File: src/fsi_pkg.sv
// Package of constants and carriers for the fiber status and identifier register bank
// Operation
// - 100BASE-X duplex abilities set only in mode 00
// - Negotiation ability clear in mode 00, else set
// - Unsupported abilities and reserved bits read zero
// - Extended status and capability bits read one
// - Preamble suppression bit reads one always
// - Negotiation complete only after real negotiation finish
// - Remote fault latches high until status read
// - Remote fault forced zero in SGMII modes
// - Link status latches low until status read
// - Identifier high holds organization bits 3 to 18
// - Identifier low holds organization, model, revision fields
package fsi_pkg;
  // Register word indices; byte address is four times the index
  localparam logic [3:0] FSI_IDX_STATUS = 4'h1;
  localparam logic [3:0] FSI_IDX_ID_HIGH = 4'h2;
  localparam logic [3:0] FSI_IDX_ID_LOW = 4'h3;
  localparam logic [3:0] FSI_IDX_IRQ_STATUS = 4'h8;
  localparam logic [3:0] FSI_IDX_IRQ_ENABLE = 4'h9;
  localparam logic [3:0] FSI_IDX_IRQ_CLEAR = 4'hA;
  // Status register bit positions
  localparam int FSI_BIT_FD100 = 14;
  localparam int FSI_BIT_HD100 = 13;
  localparam int FSI_BIT_EXT_STATUS = 8;
  localparam int FSI_BIT_NO_PREAMBLE = 6;
  localparam int FSI_BIT_AN_DONE = 5;
  localparam int FSI_BIT_REMOTE_FAULT = 4;
  localparam int FSI_BIT_AN_ABILITY = 3;
  localparam int FSI_BIT_LINK = 2;
  localparam int FSI_BIT_EXT_CAP = 0;
  // Fiber mode codes
  localparam logic [1:0] FSI_MODE_100FX = 2'h0;
  localparam logic [1:0] FSI_MODE_SGMII_SYS = 2'h2;
  localparam logic [1:0] FSI_MODE_SGMII_MEDIA = 2'h3;
  // Identifier field reset values; arbitrary neutral values
  localparam logic [15:0] FSI_OUI_HIGH_RST = 16'h1234;
  localparam logic [5:0] FSI_OUI_LOW_RST = 6'h15;
  localparam logic [5:0] FSI_MODEL_RST = 6'h2A;
  localparam logic [3:0] FSI_REV_RST = 4'h1;
  // Bus answer for unmapped reads
  localparam logic [31:0] FSI_UNMAPPED_DATA = 32'h0000_0000;
  // Interrupt event bit positions
  localparam int FSI_EV_LINK_LOST = 0;
  localparam int FSI_EV_FAULT = 1;
  localparam int FSI_EV_AN_DONE = 2;
  localparam int FSI_EV_COUNT = 3;

  // Avalon request carrier
  typedef struct packed {
    logic [3:0] address;
    logic read;
    logic write;
    logic [31:0] writedata;
    logic [3:0] byteenable;
  } fsi_req_s;

  // Live condition inputs from the fiber side
  typedef struct packed {
    logic [1:0] mode;
    logic link_live;
    logic fault_live;
    logic an_done_live;
    logic an_bypass;
    logic an_disabled;
  } fsi_live_s;
endpackage : fsi_pkg

File: src/fsi_latch.sv
// Latching flag that holds an event until the status register is read
`timescale 1ns/1ps
`default_nettype none
module fsi_latch
  import fsi_pkg::*;
#(
  parameter logic ACTIVE = 1'b1
)
(
  input wire logic clk_sys,
  input wire logic rst,
  input wire logic live,
  input wire logic read_ack,
  output logic flag
);
  // Flag state: latched marks an event held since last read
  typedef struct packed {
    logic latched;
    logic flag;
  } fsi_latch_s;
  fsi_latch_s state;
  fsi_latch_s next_state;

  // A live event wins over a read in the same cycle, so nothing is lost
  always_comb
  begin
    next_state = state;
    if (live == ACTIVE)
    begin
      next_state.latched = 1'b1;
      next_state.flag = ACTIVE;
    end
    else if (read_ack)
    begin
      next_state.latched = 1'b0;
      next_state.flag = live;
    end
    else if (!state.latched)
    begin
      next_state.flag = live; // Follows live until an event
    end
  end

  // Reset drives flag to zero for both polarities.
  // A latch-low flag also starts latched, so its zero holds until the first read.
  // Otherwise, with the link already up, it would read one straight after reset.
  always_ff @(posedge clk_sys)
  begin
    if (rst)
      state <= '{latched: (ACTIVE == 1'b0), flag: 1'b0};
    else
      state <= next_state;
  end

  assign flag = state.flag;
endmodule : fsi_latch
`default_nettype wire

File: src/fsi_event_irq.sv
// Sticky interrupt status, enable and clear registers with one level output
`timescale 1ns/1ps
`default_nettype none
module fsi_event_irq
  import fsi_pkg::*;
#(
  parameter int N = FSI_EV_COUNT
)
(
  input wire logic clk_sys,
  input wire logic rst,
  input wire logic [N-1:0] event_pulse,
  input wire logic enable_we,
  input wire logic clear_we,
  input wire logic [N-1:0] wdata,
  output logic [N-1:0] status,
  output logic [N-1:0] enable,
  output logic irq
);
  typedef struct packed {
    logic [N-1:0] status;
    logic [N-1:0] enable;
  } fsi_irq_s;
  fsi_irq_s state;
  fsi_irq_s next_state;

  // A set in the clearing cycle wins over the clear
  always_comb
  begin
    next_state = state;
    if (clear_we)
      next_state.status = state.status & ~wdata;
    next_state.status = next_state.status | event_pulse;
    if (enable_we)
      next_state.enable = wdata;
  end

  always_ff @(posedge clk_sys)
  begin
    if (rst)
      state <= '0;
    else
      state <= next_state;
  end

  assign status = state.status;
  assign enable = state.enable;
  // Level output while any enabled bit is pending
  assign irq = |(state.status & state.enable);
endmodule : fsi_event_irq
`default_nettype wire

File: src/fsi_regs.sv
// Fiber status and identifier register bank on an Avalon-MM slave
`timescale 1ns/1ps
`default_nettype none
module fsi_regs
  import fsi_pkg::*;
#(
  parameter logic [15:0] OUI_HIGH = FSI_OUI_HIGH_RST,
  parameter logic [5:0] OUI_LOW = FSI_OUI_LOW_RST,
  parameter logic [5:0] MODEL = FSI_MODEL_RST,
  parameter logic [3:0] REVISION = FSI_REV_RST
)
(
  input wire logic clk_sys,
  input wire logic rst,
  input wire logic soft_rst,
  input wire fsi_pkg::fsi_req_s avs_req,
  output logic [31:0] avs_readdata,
  output logic avs_waitrequest,
  input wire fsi_pkg::fsi_live_s live,
  output logic irq
);
  // Bus handshake phases: one idle cycle, then the answer cycle
  typedef enum logic [0:0] {FSI_IDLE, FSI_DONE} fsi_phase_e;

  // Bus phase, read data and completion bit in one struct
  typedef struct packed {
    fsi_phase_e phase;
    logic [31:0] readdata;
    logic an_done;
  } fsi_state_s;
  fsi_state_s state;
  fsi_state_s next_state;

  logic fault_flag; // Latched-high remote fault
  logic link_flag; // Latched-low link
  logic status_read; // One-cycle pulse when status read completes
  logic [15:0] status_word;
  logic [FSI_EV_COUNT-1:0] irq_status;
  logic [FSI_EV_COUNT-1:0] irq_enable;
  logic [FSI_EV_COUNT-1:0] events;
  logic sgmii;
  logic fault_in;
  logic any_rst;
  logic link_prev;
  logic fault_prev;
  logic an_prev;
  logic take;

  // Decode shared by reads and writes
  function automatic logic hit(input logic [3:0] a, input logic [3:0] idx);
    hit = (a == idx);
  endfunction : hit

  // Both resets clear the latches and the completion bit
  assign any_rst = rst | soft_rst;
  assign sgmii = (live.mode == FSI_MODE_SGMII_SYS) || (live.mode == FSI_MODE_SGMII_MEDIA);
  assign fault_in = live.fault_live & ~sgmii;
  assign take = (state.phase == FSI_DONE);
  assign status_read = take & avs_req.read & hit(avs_req.address, FSI_IDX_STATUS);

  fsi_latch #(.ACTIVE(1'b1)) u_fault (
    .clk_sys(clk_sys),
    .rst(any_rst),
    .live(fault_in),
    .read_ack(status_read),
    .flag(fault_flag)
  );

  fsi_latch #(.ACTIVE(1'b0)) u_link (
    .clk_sys(clk_sys),
    .rst(any_rst),
    .live(live.link_live),
    .read_ack(status_read),
    .flag(link_flag)
  );

  // Composing the status word from live mode and latched flags
  always_comb
  begin
    status_word = 16'h0000;
    status_word[FSI_BIT_FD100] = (live.mode == FSI_MODE_100FX);
    status_word[FSI_BIT_HD100] = (live.mode == FSI_MODE_100FX);
    status_word[FSI_BIT_EXT_STATUS] = 1'b1;
    status_word[FSI_BIT_NO_PREAMBLE] = 1'b1;
    status_word[FSI_BIT_AN_DONE] = state.an_done;
    status_word[FSI_BIT_REMOTE_FAULT] = fault_flag & ~sgmii;
    status_word[FSI_BIT_AN_ABILITY] = (live.mode != FSI_MODE_100FX);
    status_word[FSI_BIT_LINK] = link_flag;
    status_word[FSI_BIT_EXT_CAP] = 1'b1;
  end

  // Edge detect for interrupt events; plain registers, inputs are synchronous
  always_ff @(posedge clk_sys)
  begin
    if (any_rst)
    begin
      link_prev <= 1'b0;
      fault_prev <= 1'b0;
      an_prev <= 1'b0;
    end
    else
    begin
      link_prev <= live.link_live;
      fault_prev <= fault_in;
      an_prev <= state.an_done;
    end
  end

  always_comb
  begin
    events = '0;
    events[FSI_EV_LINK_LOST] = link_prev & ~live.link_live;
    events[FSI_EV_FAULT] = fault_in & ~fault_prev;
    events[FSI_EV_AN_DONE] = state.an_done & ~an_prev;
  end

  fsi_event_irq #(.N(FSI_EV_COUNT)) u_irq (
    .clk_sys(clk_sys),
    .rst(rst),
    .event_pulse(events),
    .enable_we(take & avs_req.write & hit(avs_req.address, FSI_IDX_IRQ_ENABLE)),
    .clear_we(take & avs_req.write & hit(avs_req.address, FSI_IDX_IRQ_CLEAR)),
    .wdata(avs_req.writedata[FSI_EV_COUNT-1:0]),
    .status(irq_status),
    .enable(irq_enable),
    .irq(irq)
  );

  // Bus phase, read data and completion bit
  always_comb
  begin
    next_state = state;
    // Completion only from a finished negotiation, never bypass or disabled
    next_state.an_done = live.an_done_live & ~live.an_bypass & ~live.an_disabled;
    // Software reset clears completion; bus phase and read data are left alone
    if (soft_rst)
      next_state.an_done = 1'b0;
    case (state.phase)
      FSI_IDLE:
      begin
        if (avs_req.read || avs_req.write)
        begin
          next_state.phase = FSI_DONE;
          // Capture read data now so it stands stable in the answer cycle
          if (hit(avs_req.address, FSI_IDX_STATUS))
            next_state.readdata = {16'h0000, status_word};
          else if (hit(avs_req.address, FSI_IDX_ID_HIGH))
            next_state.readdata = {16'h0000, OUI_HIGH};
          else if (hit(avs_req.address, FSI_IDX_ID_LOW))
            next_state.readdata = {16'h0000, OUI_LOW, MODEL, REVISION};
          else if (hit(avs_req.address, FSI_IDX_IRQ_STATUS))
            next_state.readdata = {{(32-FSI_EV_COUNT){1'b0}}, irq_status};
          else if (hit(avs_req.address, FSI_IDX_IRQ_ENABLE))
            next_state.readdata = {{(32-FSI_EV_COUNT){1'b0}}, irq_enable};
          else
            next_state.readdata = FSI_UNMAPPED_DATA;
        end
      end
      FSI_DONE:
      begin
        next_state.phase = FSI_IDLE;
      end
      default:
      begin
        next_state.phase = FSI_IDLE;
      end
    endcase
  end

  always_ff @(posedge clk_sys)
  begin
    if (rst)
    begin
      state <= '0;
    end
    else
    begin
      state <= next_state;
    end
  end

  // Waitrequest high except in the answer cycle
  assign avs_waitrequest = ~take;
  assign avs_readdata = state.readdata;
endmodule : fsi_regs
`default_nettype wire

File: config.mk
export PLATFORM = sky130hd
export DESIGN_NAME = fsi_regs
export DESIGN_NICKNAME = d
export VERILOG_FILES = /design/src/fsi_pkg.sv /design/src/fsi_latch.sv /design/src/fsi_event_irq.sv /design/src/fsi_regs.sv
export SDC_FILE = /design/constraint.sdc
export NUM_CORES = 1
export LEC_CHECK = 0
export BUFFER_PORTS_ARGS = -buffer_cell sky130_fd_sc_hd__buf_2
export CAP_MARGIN = 15
export CORE_UTILIZATION = 40
export CTS_BUF_LIST = sky130_fd_sc_hd__clkbuf_8
export DETAILED_ROUTE_END_ITERATION = 16
export PLACE_DENSITY = 0.89
export SYNTH_ARGS = -nofsm -noshare
export SYNTH_HDL_FRONTEND = slang
export SYNTH_HIERARCHICAL = 1
export SYNTH_SLANG_ARGS = --single-unit
File: constraint.sdc
create_clock -name clk_sys -period 1 [get_ports clk_sys]
set_input_delay 0.05 -clock clk_sys [delete_from_list [all_inputs] [get_ports clk_sys]]
set_output_delay 0.05 -clock clk_sys [all_outputs]
set_load 0.05 [all_outputs]
==> summary.md <==
- final worst-path cycle share: 129%
- maximum level of the CTS H-tree: 1
- fin area: 1890 sq um
- area fraction of the dominant cell type after synthesis: 37.4%
- Synth Warn #: 6
- post-detailed-route wirelength per cell: 13.1 microns
- routability congestion estimate from global placement: 0.800
- CTS tree: yes
- startpoint-to-endpoint class of the critical path: register to output pin
- Leak: 0.792 nW
- number of nets in the layout: 255
- final period demand of the worst path: 1.29 ns
- average size of a mapped cell: 8.69 sq um
- beginning of the worst hold path: live[2]
- kind of launch point of the worst setup path: register
- die width: 61.0 microns
- Num Clock Sinks: 26
- initial cell density of the core: 41.7%
- mux share of post-synthesis cell area: 3.60%
- RSZ-0062 raised after global routing: yes
- global-route wire length before repair: 4.95 mm
- Overflow after GRT: 0
- GRT Util Overall: 18.3%
- Clock Tree Root: clkbuf_8
- detailed-route wire length: 3.26 mm
- main combinational cell family by area after synthesis: buffers and inverters
- final hold violations: 0
- setup slack on the worst flop-to-flop path: -0.19 ns
- Highest Clock Rate: 777 MHz
- per-cell via count in the routed design: 4.88
- vias in the first global route: 1103
- Worst Skew: 0.00164 ns
- sink of the worst hold path: state[0]$_SDFF_PP0_
- share of the yosys chip area belonging to registers: 37.4%
- number of failing setup endpoints in the final timing report: 22
- worst voltage drop across the vdd grid: 0.000972 V
- full die area: 3710 sq um
- biggest fanout along the worst timing path: 3
- Syn Inst Count: 160
- row cnt: 21
- Post-route DRC: 0
- number of enable-type register cells in the synthesized netlist: 0
- Inserted Diodes: 0
- share of flip-flops with an asynchronous set or reset after synthesis: 0%
- post-synthesis instance area: 1390 sq um
- parity-gate share of the synthesized area counting xor and xnor cells: 0%
- run status: complete, but fails checks
- DR WL met2: 1.73 mm
- arithmetic-cell share of the synthesized area counting full adders, half adders and majority gates: 0%
- clock buffers created by TritonCTS: 3
- share of layout cells above drive strength 1: 44.6%
- insertion delay to the later sink of the worst-skew pair: 0.27 ns
- number of DRC markers after the initial detailed-route iteration: 63
- HPWL after detailed placement: 2.05 mm
- critical register-to-register path startpoint: take$_SDFF_PP0_
- largest net degree at the start of global routing: 20
- remaining antenna violation count after routing: 0
- violated checks: setup timing
- first-pass iteration count of the detailed router: 4
- register bit count reported by yosys: 26
- data required time at the worst endpoint: 0.95 ns
- area after detailed placement: 1490 sq um
- Reg-to-Reg End: u_irq/enable[1]$_SDFFE_PP0P_
- cell taking the most area after synthesis: dfxtp_1
- Max Cap Viol: 0
- biggest cell delay along the critical path: 0.38 ns
- post-synthesis share of cell area spent on and, or, nand and nor gates: 22.1%
- Arrival @ worst endpoint: 1.24 ns
- Worst Reg2Reg Path Length in Cells: 4
- height of the die: 61.0 microns
- antenna violations before repair: 0
- post-placement setup slack: -0.105 ns
- timing startpoint of the critical path: u_irq/status[1]$_SDFF_PP0_
- area fraction in compound gates after synthesis: 13.1%
- Ports: 86
- number of buffers between clock root and the deepest sink: 2
- number of port buffers: 34
- routed via count: 1210
- relative area change from synthesis to final layout: 35.7%
- main flop type after synthesis: dfxtp_1
- total core area: 3340 sq um
- Worst Setup Slack, final: -0.287 ns
- clock input transition at the sequential cells of the worst setup and hold paths: 0.09 ns
- post-route total power: 2.54 mW
- Hold WC Path Type: input pin to register
- WHS Path Cells: 2
- highest routed layer: met4
- slowest stage cell, crit path: a222oi_1
- number of distinct standard cells referenced by the synthesized netlist: 39
- Worst Setup End Kind: output pin
- Power Density: 1340 nW/um^2
- max-slew violation total from the final report: 0
- cell types occupying the most area after synthesis: dfxtp_1 (37%), buf_4 (17%), nor2_1 (6.2%)
- critical-path cell list: a222oi_1, inv_1, buf_6
- Met1 Wirelength: 1.25 mm
- routed length on met3: 220 microns
==> synthesized netlist by cell type, drive strengths merged (2+ instances only) <==
cell,n
clkbuf,2
buf,36
nor2,23
nand3b,2
a21oi,12
nand2,6
o21ai,3
mux2i,5
nor3,4
a311oi,3
dfxtp,26
nand3,2
nand2b,7
nor4,3
nor2b,2
inv,10
==> what timing repair did <==
item	4_1_cts	5_1_grt
hold buffers	6	0
hold endpoints to repair	5	0
pin swaps	10	16
endpoints found under the setup margin	18	26
resized for setup	21	28
gates cloned	1	0
setup buffers	4	2
==> kinds of logic after synthesis <==
group,count (synthesis)
flops,26
mux,5
simple gates,55
buf+inv,48
compound gates,25
other cells,1
==> layout by cell type (no fill, tap or decap), types with 3 or more instances in the layout <==
cell type      count
a21oi_1            6
a21oi_2            6
buf_2             29
buf_4             11
buf_6              8
clkbuf_4           3
clkbuf_8           3
conb_1            18
dfxtp_1           23
dlygate4sd3_1      6
inv_1              9
mux2i_1            4
nand2_1            6
nand2b_1           4
nand2b_4           3
nor2_1            19
nor2_4             3
nor4_4             3
==> sequential cells by signal, indices dropped and copies added (netlist names) <==
| signal | cells |
|---|---|
| avs_readdata | 11 |
| u_irq/enable | 3 |
| u_irq/status | 3 |
| an_prev | 1 |
| fault_prev | 1 |
| link_prev | 1 |
| state | 1 |
| take | 1 |
| u_fault/flag | 1 |
| u_fault/state | 1 |
| u_link/flag | 1 |
| u_link/state | 1 |
==> final cells by class <==
class                      instances  area [sq um]
fill                             304          1450
multi-input combinational        104           776
sequential                        26           527
timing repair buffer              58           415
tap                               46          57.6
clock buffer                       3          41.3
inverter                          10          40.0
clock inverter                     1          30.0
==> metal layers <==
metal	vias up	GRT usage (%)
li1	576	-
met5	-	0
met4	0	6.17
met3	6	4.90
met1	576	20.2
met2	52	33.6
==> worst max-delay path by stage <==
stage                                                to  slack (ns)
final                                               irq       -0.29
after global placement    avs_readdata[13]$_SDFFE_PP0P_       -0.05
after global routing                                irq       -0.32
after detailed placement   avs_readdata[2]$_SDFFE_PP0P_       -0.10
after CTS                                           irq       -0.32
after floorplan            avs_readdata[1]$_SDFFE_PP0P_        0.01
==> per-stage QoR <==
step	TNS (ns)	cells	utilization, %	hold slack, ns
after floorplan	0	177	-	0.122
after global placement	-0.292	231	44.5	0.214
after detailed placement	-0.697	231	44.5	0.230
after CTS	-1.26	246	52.6	0.0435
after global routing	-3.60	248	56.5	0.0290
final	-2.38	248	56.5	0.0490
==> power by group <==
group | internal (mW) | switching (mW)
clock network | 0.535 | 0.322
registers | 1.06 | 0.0187
logic | 0.194 | 0.405
==> worst max-delay path: cells and delay by family, from the launching register on <==
| family | cells | cell delay [ns] |
|---|---|---|
| buffers and inverters | 2 | 0.26 |
| flip-flops | 1 | 0.33 |
| AO/OA/AOI/OAI | 1 | 0.38 |
No activity file was read; power rests on OpenSTA's default activity.
